[src/common/safety_stop_cfg.svh]
// Functional notes
// - an open stop channel requests safety stop; a shorted one does not
// - stop monitor conducts only when stopped without internal fault
// - health output conducts with power good unless an internal safety fault or a channel mismatch exists
// - one channel open: drive off, both status outputs off
// - both open, no fault: drive off, outputs on, stop indication raised
// - internal fault: drive off, outputs off, fault code reported
// - monitor on its own pin; selector 80/180 routes it to a terminal
// - run terminal shows running; selector 81/181 routes health output
// - run selector 81 turns run terminal off on a fault
// - status output ON means its open-collector transistor conducts
`ifndef SAFETY_STOP_CFG_SVH
`define SAFETY_STOP_CFG_SVH

// register byte offsets
`define SS_OFF_CTRL     8'h00
`define SS_OFF_STATUS   8'h04
`define SS_OFF_IRQ_STAT 8'h08
`define SS_OFF_IRQ_MASK 8'h0C
`define SS_OFF_SEL_RUN  8'h10
`define SS_OFF_SEL_TWO  8'h14
`define SS_OFF_SEL_THR  8'h18

// output function selector codes
`define SS_SEL_MON_POS    8'd80
`define SS_SEL_HEALTH_POS 8'd81
`define SS_SEL_MON_NEG    9'd180
`define SS_SEL_HEALTH_NEG 9'd181
`define SS_SEL_RUNNING    9'd0

// reset values
`define SS_SEL_RESET      9'h000
`define SS_MASK_RESET     4'h0

// fault code values reported in status
`define SS_CODE_NONE      2'h0
`define SS_CODE_GUARD     2'h1
`define SS_CODE_CPU       2'h2

// irq bit positions
`define SS_IRQ_STOP       0
`define SS_IRQ_FAULT      1
`define SS_IRQ_MISMATCH   2
`define SS_IRQ_ENABLE     3

`endif

[src/common/safety_stop_pkg.sv]
package safety_stop_pkg;
  // decision outcome of the stop logic
  typedef enum logic [3:0] {
    ST_ENABLED = 4'b0001,
    ST_STOPPED = 4'b0010,
    ST_FAULT   = 4'b0100,
    ST_SPLIT   = 4'b1000
  } stop_state_t;

  // classic wishbone request
  typedef struct packed {
    logic        cyc;
    logic        stb;
    logic        we;
    logic [7:0]  adr;
    logic [3:0]  sel;
    logic [31:0] dat;
  } wb_req_t;

  // wishbone answer
  typedef struct packed {
    logic        ack;
    logic [31:0] dat;
  } wb_rsp_t;

  // terminal outputs, high means transistor conducts
  typedef struct packed {
    logic mon_pin;
    logic run_term;
    logic second_term;
    logic third_term;
  } term_out_t;
endpackage

[src/design/safety_stop_monitor.sv]
`timescale 1ns/10ps
`include "safety_stop_cfg.svh"
module safety_stop_monitor (
  input  wire logic                    clk_i,
  input  wire logic                    rst_i,
  input  wire logic                    ce_i,
  input  wire logic                    power_ok_i,
  input  wire logic                    stop_channel_one_i,
  input  wire logic                    stop_channel_two_i,
  input  wire logic                    guard_fault_i,
  input  wire logic                    cpu_fault_i,
  input  wire logic                    running_i,
  input  wire safety_stop_pkg::wb_req_t wb_req_i,
  output safety_stop_pkg::wb_rsp_t     wb_rsp_o,
  output safety_stop_pkg::term_out_t   term_o,
  output logic                         drive_enable_o,
  output logic                         stop_requested_indication_o,
  output logic [1:0]                   fault_code_o,
  output logic                         irq_o
);
  import safety_stop_pkg::*;

  // channel inputs: high means shorted to channel_common
  logic        open_one;
  logic        open_two;
  logic        any_fault;
  assign open_one  = !stop_channel_one_i;
  assign open_two  = !stop_channel_two_i;
  assign any_fault = guard_fault_i || cpu_fault_i;

  // combinational decision of the safety state
  stop_state_t state_now;
  assign state_now = (open_one != open_two) ? ST_SPLIT :
                     any_fault              ? ST_FAULT :
                     (open_one && open_two) ? ST_STOPPED :
                                              ST_ENABLED;

  // status levels, high = transistor conducts
  logic mon_on;
  logic health_on;
  logic enable_now;
  assign mon_on     = power_ok_i && (state_now == ST_STOPPED);
  assign health_on  = power_ok_i && !any_fault &&
                      (state_now != ST_SPLIT);
  assign enable_now = power_ok_i && (state_now == ST_ENABLED);

  // registers
  logic [8:0] sel_run_reg;
  logic [8:0] sel_two_reg;
  logic [8:0] sel_thr_reg;
  logic [3:0] irq_stat_reg;
  logic [3:0] irq_mask_reg;
  logic       sw_enable_reg;
  logic       ack_reg;
  logic [31:0] rdat_reg;
  stop_state_t state_reg;

  // terminal function mapping per selector
  function automatic logic map_term(input logic [8:0] sel,
                                    input logic mon, input logic hl,
                                    input logic dflt);
    logic r;
    r = dflt;
    if (sel == {1'b0, `SS_SEL_MON_POS})        r = mon;
    else if (sel == `SS_SEL_MON_NEG)           r = !mon;
    else if (sel == {1'b0, `SS_SEL_HEALTH_POS}) r = hl;
    else if (sel == `SS_SEL_HEALTH_NEG)        r = !hl;
    return r;
  endfunction

  // monitor pin keeps monitor unless routed elsewhere
  logic routed_mon;
  assign routed_mon =
    (sel_run_reg == {1'b0, `SS_SEL_MON_POS}) ||
    (sel_run_reg == `SS_SEL_MON_NEG) ||
    (sel_two_reg == {1'b0, `SS_SEL_MON_POS}) ||
    (sel_two_reg == `SS_SEL_MON_NEG) ||
    (sel_thr_reg == {1'b0, `SS_SEL_MON_POS}) ||
    (sel_thr_reg == `SS_SEL_MON_NEG);

  term_out_t term_next;
  assign term_next.mon_pin     = routed_mon ? 1'b0 : mon_on;
  assign term_next.run_term    = map_term(sel_run_reg, mon_on, health_on,
                                          running_i && enable_now);
  assign term_next.second_term = map_term(sel_two_reg, mon_on, health_on,
                                          1'b0);
  assign term_next.third_term  = map_term(sel_thr_reg, mon_on, health_on,
                                          1'b0);

  // fault code: guard code before processor code
  logic [1:0] code_next;
  assign code_next = guard_fault_i ? `SS_CODE_GUARD :
                     cpu_fault_i   ? `SS_CODE_CPU : `SS_CODE_NONE;

  // wishbone decode
  logic wb_hit;
  logic wr_go;
  logic rd_known;
  assign wb_hit = wb_req_i.cyc && wb_req_i.stb && !ack_reg;
  assign wr_go  = wb_hit && wb_req_i.we && wb_req_i.sel[0];
  assign rd_known = (wb_req_i.adr == `SS_OFF_CTRL) ||
                    (wb_req_i.adr == `SS_OFF_STATUS) ||
                    (wb_req_i.adr == `SS_OFF_IRQ_STAT) ||
                    (wb_req_i.adr == `SS_OFF_IRQ_MASK) ||
                    (wb_req_i.adr == `SS_OFF_SEL_RUN) ||
                    (wb_req_i.adr == `SS_OFF_SEL_TWO) ||
                    (wb_req_i.adr == `SS_OFF_SEL_THR);

  logic [31:0] rd_mux;
  assign rd_mux =
    (wb_req_i.adr == `SS_OFF_CTRL)     ? {31'h0, sw_enable_reg} :
    (wb_req_i.adr == `SS_OFF_STATUS)   ? {24'h0, state_reg, fault_code_o,
                                          stop_requested_indication_o,
                                          drive_enable_o} :
    (wb_req_i.adr == `SS_OFF_IRQ_STAT) ? {28'h0, irq_stat_reg} :
    (wb_req_i.adr == `SS_OFF_IRQ_MASK) ? {28'h0, irq_mask_reg} :
    (wb_req_i.adr == `SS_OFF_SEL_RUN)  ? {23'h0, sel_run_reg} :
    (wb_req_i.adr == `SS_OFF_SEL_TWO)  ? {23'h0, sel_two_reg} :
    (wb_req_i.adr == `SS_OFF_SEL_THR)  ? {23'h0, sel_thr_reg} : 32'h0;

  // 9-bit selector write from low two lanes
  function automatic logic [8:0] sel_wr(input logic [8:0] old);
    logic [8:0] v;
    v = old;
    if (wb_req_i.sel[0]) v[7:0] = wb_req_i.dat[7:0];
    if (wb_req_i.sel[1]) v[8]   = wb_req_i.dat[8];
    return v;
  endfunction
  logic wr_any;
  assign wr_any = wb_hit && wb_req_i.we;

  // event detection
  logic [3:0] ev_now;
  assign ev_now[`SS_IRQ_STOP]     = (state_now == ST_STOPPED) &&
                                    (state_reg != ST_STOPPED);
  assign ev_now[`SS_IRQ_FAULT]    = (state_now == ST_FAULT) &&
                                    (state_reg != ST_FAULT);
  assign ev_now[`SS_IRQ_MISMATCH] = (state_now == ST_SPLIT) &&
                                    (state_reg != ST_SPLIT);
  // enable event follows the registered enable, so it fires once per rise
  assign ev_now[`SS_IRQ_ENABLE]   = enable_now && sw_enable_reg &&
                                    !drive_enable_o;

  logic [3:0] clr_bits;
  assign clr_bits = (wr_go && wb_req_i.adr == `SS_OFF_IRQ_STAT) ?
                    wb_req_i.dat[3:0] : 4'h0;
  logic [3:0] irq_stat_next;
  assign irq_stat_next = (irq_stat_reg & ~clr_bits) | ev_now; // set wins

  // bus slave and control registers
  always_ff @(posedge clk_i) begin
    if (rst_i) begin
      ack_reg      <= 1'b0;
      rdat_reg     <= 32'h0000_0000;
      sel_run_reg  <= `SS_SEL_RESET;
      sel_two_reg  <= `SS_SEL_RESET;
      sel_thr_reg  <= `SS_SEL_RESET;
      irq_mask_reg <= `SS_MASK_RESET;
      sw_enable_reg <= 1'b0;
    end else if (ce_i) begin
      ack_reg  <= wb_hit;
      rdat_reg <= (wb_hit && rd_known) ? rd_mux : 32'h0000_0000;
      if (wr_go && wb_req_i.adr == `SS_OFF_CTRL)
        sw_enable_reg <= wb_req_i.dat[0];
      if (wr_go && wb_req_i.adr == `SS_OFF_IRQ_MASK)
        irq_mask_reg <= wb_req_i.dat[3:0];
      if (wr_any && wb_req_i.adr == `SS_OFF_SEL_RUN)
        sel_run_reg <= sel_wr(sel_run_reg);
      if (wr_any && wb_req_i.adr == `SS_OFF_SEL_TWO)
        sel_two_reg <= sel_wr(sel_two_reg);
      if (wr_any && wb_req_i.adr == `SS_OFF_SEL_THR)
        sel_thr_reg <= sel_wr(sel_thr_reg);
    end
  end

  // safety outputs and status
  always_ff @(posedge clk_i) begin
    if (rst_i) begin
      state_reg      <= ST_SPLIT;
      term_o         <= '0;
      drive_enable_o <= 1'b0;
      stop_requested_indication_o <= 1'b0;
      fault_code_o   <= `SS_CODE_NONE;
      irq_stat_reg   <= 4'h0;
    end else if (ce_i) begin
      state_reg      <= state_now;
      term_o         <= term_next;
      drive_enable_o <= enable_now && sw_enable_reg;
      stop_requested_indication_o <= power_ok_i &&
                                     (state_now == ST_STOPPED);
      fault_code_o   <= code_next;
      irq_stat_reg   <= irq_stat_next;
    end
  end

  assign wb_rsp_o.ack = ack_reg;
  assign wb_rsp_o.dat = rdat_reg;
  assign irq_o = |(irq_stat_reg & irq_mask_reg);

  // safety path: a live edge shows on the outputs one cycle later
  split_off_a: assert property (
    @(posedge clk_i) disable iff (rst_i)
    ce_i && (stop_channel_one_i != stop_channel_two_i) |=>
    !drive_enable_o && !term_o.mon_pin)
    else $error("drive or monitor on with channels split");
  fault_off_a: assert property (
    @(posedge clk_i) disable iff (rst_i)
    ce_i && guard_fault_i |=> !drive_enable_o &&
    fault_code_o == `SS_CODE_GUARD)
    else $error("guard fault not handled");
  cpu_code_a: assert property (
    @(posedge clk_i) disable iff (rst_i)
    ce_i && cpu_fault_i && !guard_fault_i |=> !drive_enable_o &&
    fault_code_o == `SS_CODE_CPU)
    else $error("processor fault not handled");

  // a frozen enable keeps its value, so judge it only after a live edge
  enable_cond_a: assert property (
    @(posedge clk_i) disable iff (rst_i)
    drive_enable_o && $past(ce_i) |-> $past(power_ok_i) &&
    $past(stop_channel_one_i) && $past(stop_channel_two_i) &&
    !$past(any_fault) && $past(sw_enable_reg))
    else $error("drive enabled without cause");
  stop_ind_a: assert property (
    @(posedge clk_i) disable iff (rst_i)
    ce_i && power_ok_i && !stop_channel_one_i && !stop_channel_two_i &&
    !any_fault |=> stop_requested_indication_o && !drive_enable_o)
    else $error("stop indication missing");
  open_chan_a: assert property (
    @(posedge clk_i) disable iff (rst_i)
    ce_i && !stop_channel_one_i |=> !drive_enable_o)
    else $error("open channel left drive on");

  // monitor and health levels on their pins and terminals
  mon_pin_a: assert property (
    @(posedge clk_i) disable iff (rst_i)
    ce_i && !routed_mon && power_ok_i && !stop_channel_one_i &&
    !stop_channel_two_i && !any_fault |=> term_o.mon_pin)
    else $error("monitor pin not conducting when stopped");
  mon_fault_a: assert property (
    @(posedge clk_i) disable iff (rst_i)
    ce_i && any_fault |=> !term_o.mon_pin)
    else $error("monitor pin on under fault");
  run_health_a: assert property (
    @(posedge clk_i) disable iff (rst_i)
    ce_i && sel_run_reg == {1'b0, `SS_SEL_HEALTH_POS} && any_fault |=>
    !term_o.run_term)
    else $error("run terminal on under fault");
  health_ok_a: assert property (
    @(posedge clk_i) disable iff (rst_i)
    ce_i && sel_two_reg == {1'b0, `SS_SEL_HEALTH_POS} && power_ok_i &&
    !any_fault && stop_channel_one_i == stop_channel_two_i |=>
    term_o.second_term)
    else $error("health output off without fault");
  health_fault_a: assert property (
    @(posedge clk_i) disable iff (rst_i)
    ce_i && sel_two_reg == {1'b0, `SS_SEL_HEALTH_POS} && any_fault |=>
    !term_o.second_term)
    else $error("health output on under fault");
  neg_mon_a: assert property (
    @(posedge clk_i) disable iff (rst_i)
    ce_i && sel_thr_reg == `SS_SEL_MON_NEG |=>
    term_o.third_term == !$past(mon_on))
    else $error("negative monitor routing wrong");
  neg_health_a: assert property (
    @(posedge clk_i) disable iff (rst_i)
    ce_i && sel_thr_reg == `SS_SEL_HEALTH_NEG |=>
    term_o.third_term == !$past(health_on))
    else $error("negative health routing wrong");
  on_means_a: assert property (
    @(posedge clk_i) disable iff (rst_i)
    ce_i |=> term_o == $past(term_next))
    else $error("terminal level not registered");

  // clock enable low holds every output level
  hold_ce_a: assert property (
    @(posedge clk_i) disable iff (rst_i)
    !ce_i |=> $stable(term_o) && $stable(drive_enable_o) &&
    $stable(stop_requested_indication_o))
    else $error("outputs moved while clock enable low");

  // bus answer is a single cycle pulse
  ack_pulse_a: assert property (
    @(posedge clk_i) disable iff (rst_i)
    ce_i && ack_reg |=> !ack_reg)
    else $error("ack held longer than one cycle");

  // sticky status: an event in the clear cycle still sets its bit
  sticky_set_a: assert property (
    @(posedge clk_i) disable iff (rst_i)
    ce_i && (ev_now != 4'h0) |=>
    (irq_stat_reg & $past(ev_now)) == $past(ev_now))
    else $error("status event lost");
  w1c_clear_a: assert property (
    @(posedge clk_i) disable iff (rst_i)
    ce_i |=> (irq_stat_reg & $past(clr_bits) & ~$past(ev_now)) == 4'h0)
    else $error("status bit not cleared by write");

  // main scenarios reached
  cover_enable: cover property (@(posedge clk_i) drive_enable_o);
  cover_stop: cover property (@(posedge clk_i) stop_requested_indication_o);
  cover_fault: cover property (@(posedge clk_i) fault_code_o != 2'h0);
  cover_split: cover property (@(posedge clk_i) state_reg == ST_SPLIT);
  cover_irq: cover property (@(posedge clk_i) irq_o);
endmodule

[config.mk]
export PLATFORM = sky130hd
export DESIGN_NAME = safety_stop_monitor
export DESIGN_NICKNAME = d
export VERILOG_FILES = /design/src/common/safety_stop_pkg.sv /design/src/design/safety_stop_monitor.sv
export VERILOG_INCLUDE_DIRS = /design/src /design/src/common
export SDC_FILE = /design/constraint.sdc
export NUM_CORES = 1
export LEC_CHECK = 0
export BUFFER_PORTS_ARGS = -buffer_cell sky130_fd_sc_hd__buf_2
export CORE_MARGIN = 2
export CORE_UTILIZATION = 40
export DETAILED_ROUTE_END_ITERATION = 10
export PLACE_DENSITY = 0.68
export SYNTH_ARGS = -nofsm -noshare
export SYNTH_HDL_FRONTEND = slang
export SYNTH_SLANG_ARGS = --single-unit
export TNS_END_PERCENT = 30
[constraint.sdc]
create_clock -name clk_i -period 4.65 [get_ports clk_i]
set_clock_uncertainty 0.05 [all_clocks]
set_input_delay 0.2325 -clock clk_i [delete_from_list [all_inputs] [get_ports clk_i]]
set_output_delay 0.2325 -clock clk_i [all_outputs]
set_load 0.1 [all_outputs]
==> results of run 1 <==
[worst max-delay path: cells and delay by family]
family	cells	cell delay, ps
AO/OA/AOI/OAI	2	380
buffers and inverters	1	330
AND/OR/NAND/NOR	2	1340
[power groups by stage]
stage / sequential (mW) / clock, mW / combinational [mW]
after floorplan: 0.522 / 0 / 0.153
after global placement: 0.516 / 0 / 0.174
after detailed placement: 0.516 / 0 / 0.175
after CTS: 0.505 / 0.444 / 0.175
after global routing: 0.505 / 0.469 / 0.186
final: 0.505 / 0.438 / 0.176
[cell families (layout without fill, tap and decap cells)]
family,count (synthesis),after routing,share of synthesized area
flip-flops,58,58,0.351
other,1,23,0.00113
buffers and inverters,56,76,0.0935
AO/OA/AOI/OAI,84,84,0.171
AND/OR/NAND/NOR,145,145,0.264
adder cells (fa/ha/maj),1,1,0.00378
multiplexers,38,38,0.115
[layer usage]
| layer | global-route usage | vias up |
|---|---|---|
| met5 | 0 | - |
| met4 | 0.0809 | 0 |
| met3 | 0.0487 | 10 |
| met2 | 0.296 | 81 |
| met1 | 0.253 | 1380 |
| li1 | - | 1414 |
[layout make-up]
cell class | instances | area [µm²]
multi-input combinational | 291 | 1920
sequential | 58 | 1160
tap | 105 | 131
clock buffer | 14 | 173
inverter | 10 | 37.5
fill | 806 | 4410
clock inverter | 2 | 10.0
timing repair buffer | 50 | 253
[worst max path at each step]
stage	from	to	slack, ps	depth (start not counted)
3_5_place_dp	wb_req_i[38]	rdat_reg[5]	2220	5
5_1_grt	wb_req_i[38]	rdat_reg[7]	2420	5
6_report	wb_req_i[38]	rdat_reg[5]	2580	5
3_3_place_gp	wb_req_i[38]	rdat_reg[5]	2240	5
2_1_floorplan	stop_channel_one_i	term_o[3]	2870	6
4_1_cts	wb_req_i[38]	rdat_reg[5]	2580	5
[placed cells by master, fill, tap and decap left out, types with 3 or more instances in the layout]
master and n:
dfxtp_1 58, buf_2 49, mux2i_1 38, nand2b_1 38
a21oi_1 25, nor2_1 24, conb_1 23, nand2_1 19
o21ai_0 18, nand3_1 16, clkbuf_8 12, inv_1 10
o31ai_1 9, o2bb2ai_1 7, a2bb2oi_1 6, nand4b_1 5
nand4_1 5, nor4_1 4, nor2b_1 4, or4b_2 4
nor4b_1 4, a22oi_1 3, and3_1 3, o32a_1 3
[metrics by stage]
stage | instance area (µm²) | instances | setup WS (ps) | hold slack, ps
finish | 3680 | 530 | 2580 | 122
global route | 3680 | 530 | 2420 | 123
CTS | 3680 | 530 | 2580 | 103
detailed placement | 3500 | 514 | 2220 | 395
global placement | 3500 | 514 | 2240 | 385
floorplan | 3390 | 405 | 2870 | 330
==> reports/metrics.csv, run 1 <==
stage;metric;value;unit
status;outcome;complete, no violations;
placement;RePlAce Congestion;0.867;
pwr;Internal;769;µW
detailed_routing;post-DR vias/cell;5.44;
pwr;Design Power;1.12;mW
clocking;Setup Fix Bufs, Post-CTS;0;
synth;EDFF count, synth;0;
grt;grt total ovfl;0;
die;die width;94.9;µm
final_layout;Nets;477;
hold_path;Hold Crit Depth;3;
critical_path;CP Cell Sequence;buf_2 -> nor2b_1 -> nand3_1 -> a2bb2oi_1 -> o21ai_0;
run;max cap viols;0;
timing;Slew headroom;0.269;
timing;Tcrit/Tclk final;0.445;
synth;syn_area_per_cell;8.63;µm²
synth;top cell type's share of synthesized area;0.351;
synth;top cells by count, synth;58 x dfxtp_1, 38 x mux2i_1, 38 x nand2b_1;
clocking;CTS tree;done;
timing;FMAX;0.483;GHz
detailed_routing;met1 WL;3740;µm
die;CORE AREA;0.00809;mm²
detailed_routing;drc violations;0;
clocking;Worst-Skew Late Latency;340;ps
final_layout;diodes inserted;0;
pwr;NetSw;349;µW
final_layout;share of layout cells above drive strength 1;0.176;
pwr;Comb pwr share;0.157;
critical_path;slowest cell on the critical path;nor2b_1;
critical_path;reg2reg path depth;4;
final_layout;final core occ;0.455;
critical_path;Critical Path Max Stage Delay;920;ps
final_layout;Layout area overhead;11.4;%
synth;Yosys warnings;0;
die;Initial Util;0.408;
timing;actual slew at the worst max-slew pin;1090;ps
die;Die Y;94.9;µm
critical_path;CP arrival;2290;ps
grt;largest net degree at the start of global routing;61;
synth;Cell Area, Synth;0.00331;mm²
die;row cnt;33;
pwr;Pleak;1.50;nW
hold_path;Hold Path Class;in -> reg;
synth;leading area contributor after synthesis;dfxtp_1;
hold_path;worst hold endpoint;sel_thr_reg[8];
placement;DP HPWL;6010;µm
clocking;CTS max path bufs;2;
clocking;post_cts resized;0;
pwr;PwrDens;304;mW/mm²
grt;GRT Total Usage;0.192;
clocking;Root Driver;clkbuf_8;
synth;async set-or-reset flop fraction in the synthesized netlist;0;
timing;endpoints failing setup;0;
pwr;Max VDD drop;0.126;mV
timing;setup tns final;0;ps
critical_path;CP startpoint kind;primary input;
critical_path;crit path kind;in -> reg;
detailed_routing;initial DRC count;155;
pwr;clock share of power;0.392;
synth;sequential element share of the synthesized area;0.351;
synth;Unique masters post-synth;50;
die;die area;0.00901;mm²
grt;first-pass GRT wire length;13100;µm
critical_path;reg-to-reg slack, setup;2830;ps
pwr;Sw Share;0.312;
detailed_routing;number of nets with antenna violations after routing;0;
timing;RSZ-0062 raised after global routing;no;
detailed_routing;via count;2885;
die;I/O pins;98;
critical_path;FF-to-FF End;term_o[3];
placement;PortBufs;49;
synth;post-synthesis register bit count;58;
synth;synth top area cells;dfxtp_1 35%, mux2i_1 12%, nand2b_1 7.2%;
clocking;clock slew at reported path FFs;70;ps
clocking;Num CTS Buffers;9;
synth;Mapped Cells;383;
synth;ys flop type;dfxtp_1;
detailed_routing;routed len/inst;15.5;µm
clocking;clk sinks;58;
hold_path;HP Start;wb_req_i[8];
synth;top-count cell post-synth;dfxtp_1;
critical_path;RR Startpoint;sel_run_reg[1];
grt;vias in the first global route;2618;
detailed_routing;final WL;8230;µm
critical_path;maximum fanout along the worst path;20;
grt;initial antenna violation count;0;
timing;Final Hold Vio Count;0;
detailed_routing;metal2 WL;3930;µm
timing;minimum clock period;2070;ps
clocking;H-tree levels;3;
critical_path;Worst setup EP type;flop;
critical_path;CP required;4870;ps
detailed_routing;Detailed Routing Iterations Pass 1;5;
clocking;hold_buf cts;0;
detailed_routing;Met3 Wirelength;426;µm
detailed_routing;Top Metal Used;met4;
pwr;Seq pwr share;0.451;
timing;Slew Limit Fails;0;
No activity file was read; power rests on OpenSTA's default activity.
==> inputs of run 2 (changes only) <==
PLACE_DENSITY = 0.71   (was 0.68)
clock period = 1.8 ns   (was 4.65 ns; I/O delays follow)
==> run 2 against run 1 <==
Net effect:
- design area rose by 6.7%
- critical path type is now reg -> reg
- combinational power grew to 2.8 times the previous value
- flip-flop and latch count is the same
- critical endpoint is now sel_two_reg[1]
- critical path depth shrank 1
==> reports/metrics.csv, run 2 (same netlist as run 1, synthesis figures left out) <==
stage;metric;value;unit;change
critical_path;crit path kind;reg -> reg;;
critical_path;reg2reg path depth;4;;unchanged
critical_path;CP startpoint kind;flop;;
clocking;clk sinks;58;;unchanged
die;die area;0.00901;mm²;unchanged
placement;DP HPWL;6530;µm;+8.6%
critical_path;Worst setup EP type;flop;;
critical_path;CP arrival;1940;ps;-350 ps
die;Die Y;94.9;µm;unchanged
detailed_routing;initial DRC count;184;;+19%
placement;Post-Place Cells;537;;+4.5%
hold_path;worst hold endpoint;sel_thr_reg[6];;
timing;Slew Limit Fails;0;;unchanged
clocking;CTS tree;done;;
final_layout;non-filler cells, final;558;;+5.3%
grt;first-pass GRT wire length;13600;µm;+3.3%
detailed_routing;drc violations;0;;unchanged
final_layout;most frequent cells in the layout;58 x dfxtp_1, 49 x buf_2, 38 x mux2i_1, 38 x nand2b_1, 25 x a21oi_1;;
detailed_routing;post-DR vias/cell;5.42;;-0.38%
placement;cell area after placement;0.00367;mm²;+4.9%
final_layout;final core occ;0.485;;+0.0303
die;CORE AREA;0.00809;mm²;unchanged
critical_path;reg-to-reg slack, setup;90;ps;-2740 ps
hold_path;HP Start;wb_req_i[6];;
timing;setup tns final;0;ps;unchanged
detailed_routing;final WL;8530;µm;+3.6%
grt;grt total ovfl;0;;unchanged
status;outcome;complete, no violations;;
critical_path;FF-to-FF End;sel_two_reg[1];;
hold_path;Hold Path Class;in -> reg;;
detailed_routing;routed len/inst;15.3;µm;-1.6%
critical_path;CP required;2030;ps;-2840 ps
pwr;Pleak;1.65;nW;+9.4%
grt;initial antenna violation count;0;;unchanged
pwr;PwrDens;759;mW/mm²;+150%
placement;RePlAce Congestion;0.933;;+7.6%
clocking;H-tree levels;3;;unchanged
clocking;Root Driver;clkbuf_8;;
final_layout;Final Cell Area;0.00393;mm²;+6.7%
die;I/O pins;98;;unchanged
detailed_routing;Detailed Routing Iterations Pass 1;5;;unchanged
final_layout;commonest non-fill, non-tap cell in the layout;dfxtp_1;;
final_layout;Nets;505;;+5.9%
die;row cnt;33;;unchanged
timing;FMAX;0.583;GHz;
grt;GRT Total Usage;0.197;;+0.00564
critical_path;slowest cell on the critical path;and3_1;;
grt;largest net degree at the start of global routing;41;;-33%
timing;Final Hold Vio Count;0;;unchanged
critical_path;maximum fanout along the worst path;5;;-75%
clocking;clock slew at reported path FFs;70;ps;about the same
placement;PortBufs;49;;unchanged
critical_path;CP Buf/Inv Count;0;;-1
clocking;CTS max path bufs;2;;unchanged
clocking;Num CTS Buffers;9;;unchanged
critical_path;Critical Path Max Stage Delay;370;ps;-550 ps
final_layout;share of layout cells above drive strength 1;0.227;;+0.0509
hold_path;Hold Crit Depth;3;;unchanged
timing;Tcrit/Tclk final;0.953;;
final_layout;Layout area overhead;18.8;%;
detailed_routing;number of nets with antenna violations after routing;0;;unchanged
die;die width;94.9;µm;unchanged
critical_path;RR Startpoint;ack_reg;;
die;Initial Util;0.408;;unchanged
timing;endpoints failing setup;0;;unchanged
clocking;Worst-Skew Late Latency;350;ps;about the same
critical_path;cell family with most CP delay;simple AND/OR/NAND/NOR gates;;
detailed_routing;via count;3026;;+4.9%
run;max cap viols;0;;unchanged
grt;vias in the first global route;2746;;+4.9%
critical_path;CP Cell Sequence;and4b_1 -> and2_0 -> and3_1 -> mux2i_1;;
timing;minimum clock period;1710;ps;
final_layout;diodes inserted;0;;unchanged
pwr;Max VDD drop;0.404;mV;+220%
clocking;Setup Fix Bufs, Post-CTS;0;;unchanged
timing;RSZ-0062 raised after global routing;no;;
==> run 2: worst max-delay path by stage <==
stage	startpoint	endpoint	slack [ps]	cells past startpoint
after global placement	stop_channel_one_i	term_o[0]	40	8
after global routing	ack_reg	sel_two_reg[1]	1	4
after detailed placement	sel_run_reg[1]	term_o[3]	20	4
final	ack_reg	sel_two_reg[1]	90	4
after floorplan	sel_two_reg[7]	term_o[3]	160	4
after CTS	sel_run_reg[1]	term_o[3]	20	4
==> run 2: metal layers <==
metal,wire length [µm],global-route usage,part of all wire,up-vias
met3,387,0.0439,0.045,17
met4,257,0.106,0.030,0
li1,-,-,-,1477
met2,4020,0.306,0.47,90
met5,0,0,0,-
met1,3860,0.254,0.45,1442
==> run 2: per-stage QoR <==
stage                     hold WS, ps  setup WS [ps]  power [mW]
after floorplan                   187            157        1.74
after global placement            332           41.9        1.80
after detailed placement          334           16.4        1.81
after CTS                       0.636           16.4        2.99
after global routing             11.7           1.21        3.08
final                            7.54           85.1        2.98
==> run 2: layout make-up <==
type	instances	area, µm²
Clock inverter	7	70.1
Clock buffer	9	124
Sequential cell	58	1160
Fill cell	799	4160
Multi-Input combinational cell	291	1930
Timing Repair Buffer	78	475
Inverter	10	37.5
Tap cell	105	131
==> run 2: what timing repair did <==
action / 4_1_cts / 5_1_grt
endpoints found under the setup margin: 0 / 5
hold buffers: 5 / 0
gates resized for setup: 0 / 3
hold endpoints to repair: 7 / 0
==> run 2: power by group <==
part           internal, mW  total [mW]  switching (mW)  leakage (nW)
Clock                 0.635        1.19           0.558        0.0990
Sequential             1.29        1.30         0.00987         0.468
Combinational         0.107       0.485           0.378          1.08
==> run 2: tightest hold or removal path, cell delays in order <==
cell and delay (ps):
buf_2 70, nand2b_1 80, mux2i_1 120
==> inputs of run 3 (changes only) <==
ABC_AREA = 1   (was default)
==> run 3 against run 2 <==
Net effect:
- global-route usage is 1.3 points higher
- critical path depth is 5 higher
- largest cell class unchanged
- sequential share of layout area is 0.77 points higher
- worst hold slack worse by 6.1 ps
- combinational power is 3% lower
- utilization is 1.5 points lower
- clock-buffer cell count is 4 higher
- first-iteration DRC count is 43% higher
- synthesized area hardly changed
- synthesized cell count is 27% higher
- design area is 2.5% lower
==> reports/metrics.csv, run 3 <==
stage;metric;value;unit;change
die;I/O pins;98;;unchanged
pwr;Comb pwr share;0.168;;+0.005
critical_path;CP Buf/Inv Count;4;;+4
critical_path;maximum fanout along the worst path;8;;+3
final_layout;diodes inserted;0;;unchanged
clocking;CTS tree;done;;
synth;Mapped Cells;487;;+27%
pwr;NetSw;909;µW;-3.9%
die;Die Y;94.9;µm;about the same
detailed_routing;via count;3312;;+9.5%
pwr;clock share of power;0.368;;-0.032
pwr;Max VDD drop;0.420;mV;+4.0%
clocking;clk sinks;58;;unchanged
clocking;H-tree levels;3;;unchanged
detailed_routing;number of nets with antenna violations after routing;0;;unchanged
critical_path;cell family with most CP delay;buffers and inverters;;
critical_path;slowest cell on the critical path;dlygate4sd3_1;;
die;die area;0.00901;mm²;about the same
critical_path;CP arrival;1740;ps;-200 ps
placement;RePlAce Congestion;0.983;;+5.4%
timing;Tcrit/Tclk final;0.883;;-0.0702
grt;vias in the first global route;3012;;+9.7%
clocking;Worst-Skew Late Latency;340;ps;about the same
grt;grt total ovfl;0;;unchanged
synth;top cell type's share of synthesized area;0.351;;about the same
timing;minimum clock period;1590;ps;-126 ps
critical_path;CP startpoint;ce_i;;
clocking;Root Driver;clkbuf_8;;
run;max cap viols;0;;unchanged
synth;EDFF count, synth;0;;unchanged
timing;FMAX;0.629;GHz;+7.9%
critical_path;CP startpoint kind;primary input;;
grt;first-pass GRT wire length;14400;µm;+5.9%
synth;Yosys warnings;0;;unchanged
die;row cnt;33;;unchanged
timing;endpoints failing setup;0;;unchanged
timing;RSZ-0062 raised after global routing;no;;
detailed_routing;final WL;8990;µm;+5.4%
pwr;PwrDens;736;mW/mm²;-3.1%
final_layout;Nets;605;;+20%
synth;sequential element share of the synthesized area;0.351;;about the same
synth;top-count cell post-synth;nor2_1;;
grt;GRT Total Usage;0.210;;+0.0132
pwr;Internal;1.91;mW;-6.3%
critical_path;RR Startpoint;ack_reg;;
detailed_routing;post-DR vias/cell;5.03;;-7.2%
pwr;Seq pwr share;0.465;;+0.028
placement;PortBufs;49;;unchanged
synth;Unique masters post-synth;32;;-36%
critical_path;CP required;1950;ps;-80 ps
critical_path;Critical Path Max Stage Delay;520;ps;+150 ps
critical_path;Top cell by count, worst path;nand2_1;;
synth;top cells by count, synth;92 x nor2_1, 69 x nand2_1, 59 x inv_1;;
timing;setup tns final;0;ps;unchanged
critical_path;Worst setup EP type;flop;;
hold_path;Hold Path Class;in -> reg;;
final_layout;share of layout cells above drive strength 1;0.177;;-0.0502
detailed_routing;drc violations;0;;unchanged
final_layout;Layout area overhead;15.7;%;
synth;leading area contributor after synthesis;dfxtp_1;;
synth;async set-or-reset flop fraction in the synthesized netlist;0;;unchanged
status;outcome;complete, no violations;;
pwr;Sw Share;0.323;;+0.00550
grt;largest net degree at the start of global routing;44;;+7.3%
detailed_routing;Detailed Routing Iterations Pass 1;6;;+1
synth;syn_area_per_cell;6.79;µm²;-21%
clocking;Num CTS Buffers;9;;unchanged
die;Initial Util;0.407;;-0.00177
die;CORE AREA;0.00813;mm²;+0.51%
placement;DP HPWL;6900;µm;+5.8%
timing;hold slack;1.45;ps;-6.09 ps
detailed_routing;routed len/inst;13.7;µm;-11%
final_layout;most frequent cells in the layout;90 x nor2_1, 69 x nand2_1, 59 x inv_1;;
timing;Final Hold Vio Count;0;;unchanged
clocking;clock slew at reported path FFs;60;ps;about the same
synth;synth top area cells;dfxtp_1 35%, nor2_1 10%, nand2_1 7.8%;;
synth;ys flop type;dfxtp_1;;
critical_path;reg-to-reg slack, setup;250;ps;+160 ps
grt;initial antenna violation count;0;;unchanged
synth;post-synthesis register bit count;58;;unchanged
clocking;CTS max path bufs;2;;unchanged
final_layout;commonest non-fill, non-tap cell in the layout;nor2_1;;
timing;Slew Limit Fails;0;;unchanged
hold_path;HP Start;wb_req_i[6];;
synth;Cell Area, Synth;0.00331;mm²;about the same
detailed_routing;initial DRC count;263;;+43%
die;die width;94.9;µm;about the same
critical_path;CP Cell Sequence;dlygate4sd3_1 -> buf_2 -> nand2_1 -> inv_1 -> nand2_1 -> inv_1 -> nand2_1 -> o21ai_0 -> a21oi_1;;
pwr;Pleak;1.74;nW;+5.9%
clocking;Setup Fix Bufs, Post-CTS;0;;unchanged
critical_path;crit path kind;in -> reg;;
-- run 3: cell types whose count changed in the layout (fill, tap and decap cells not counted), sizes merged, moves of 7 or more --
cell | before | now
nand3 | 17 | 33
buf | 73 | 58
o21ai | 18 | 32
nor3 | 2 | 12
nand4 | 5 | 12
nor2 | 24 | 96
a21oi | 25 | 38
o31ai | 9 | 0
inv | 10 | 62
mux2i | 38 | 0
nand2b | 38 | 0
a211oi | 2 | 22
nand2 | 19 | 75
o2bb2ai | 7 | 0
-- run 3: cell type report --
cell class / instances / area (µm²)
flip-flops and latches: 58 / 1160
clock inverters: 3 / 15.0
well taps: 105 / 131
inverters: 62 / 233
fillers: 815 / 4310
clock buffers: 13 / 149
multi-input cells: 352 / 1760
repair buffers: 65 / 383
-- run 3: stage by stage --
| stage | utilization | setup slack, ps | power (mW) | instances | cell area [µm²] |
|---|---|---|---|---|---|
| 5_1_grt | 0.471 | 98.8 | 2.93 | 658 | 3830 |
| 3_5_place_dp | 0.441 | 174 | 1.79 | 635 | 3590 |
| 2_1_floorplan | - | 337 | 1.74 | 509 | 3390 |
| 3_3_place_gp | 0.441 | 178 | 1.79 | 635 | 3590 |
| 6_report | 0.471 | 211 | 2.82 | 658 | 3830 |
| 4_1_cts | 0.470 | 124 | 2.82 | 658 | 3820 |
-- run 3: final timing paths --
| kind | to | depth (start not counted) |
|---|---|---|
| worst max-delay path | irq_stat_reg[2] | 9 |
| worst min-delay path | sel_run_reg[6] | 3 |
| worst max register to register | irq_stat_reg[2] | 8 |
| worst min register to register | rdat_reg[1] | 2 |
-- run 3: per-layer routing --
layer | up-vias | global-route usage | part of all wire
met3 | 15 | 0.0535 | 0.070
met2 | 132 | 0.361 | 0.48
met4 | 0 | 0.0531 | 0.016
met5 | - | 0 | 0
met1 | 1486 | 0.263 | 0.44
li1 | 1679 | - | -
-- run 3: logic make-up after synthesis --
| family | count (synthesis) | synth area share |
|---|---|---|
| and+or+nand+nor | 232 | 0.328 |
| buffers and inverters | 99 | 0.144 |
| AOI/OAI and AO/OA | 96 | 0.172 |
| DFF | 58 | 0.351 |
| adders and majority gates | 1 | 0.00378 |
| other | 1 | 0.00113 |
-- run 3: power groups by stage --
| stage | clock (mW) | sequential [mW] | combinational [mW] |
|---|---|---|---|
| 2_1_floorplan | 0 | 1.37 | 0.378 |
| 3_3_place_gp | 0 | 1.34 | 0.452 |
| 3_5_place_dp | 0 | 1.34 | 0.456 |
| 4_1_cts | 1.05 | 1.31 | 0.469 |
| 5_1_grt | 1.12 | 1.31 | 0.503 |
| 6_report | 1.04 | 1.31 | 0.472 |
-- run 3: worst reg2reg max path: cells and delay by family (launching register included) --
family / cells / cell delay, ps
and+or+nand+nor: 4 / 530
DFF: 1 / 320
buffers and inverters: 2 / 250
AOI/OAI and AO/OA: 2 / 260
-- run 3: repair_timing --
action / 4_1_cts / 5_1_grt
setup endpoints to repair: 0 / 4
hold buffers: 7 / 0
endpoints found under the hold margin: 8 / 0
resized for setup: 0 / 2
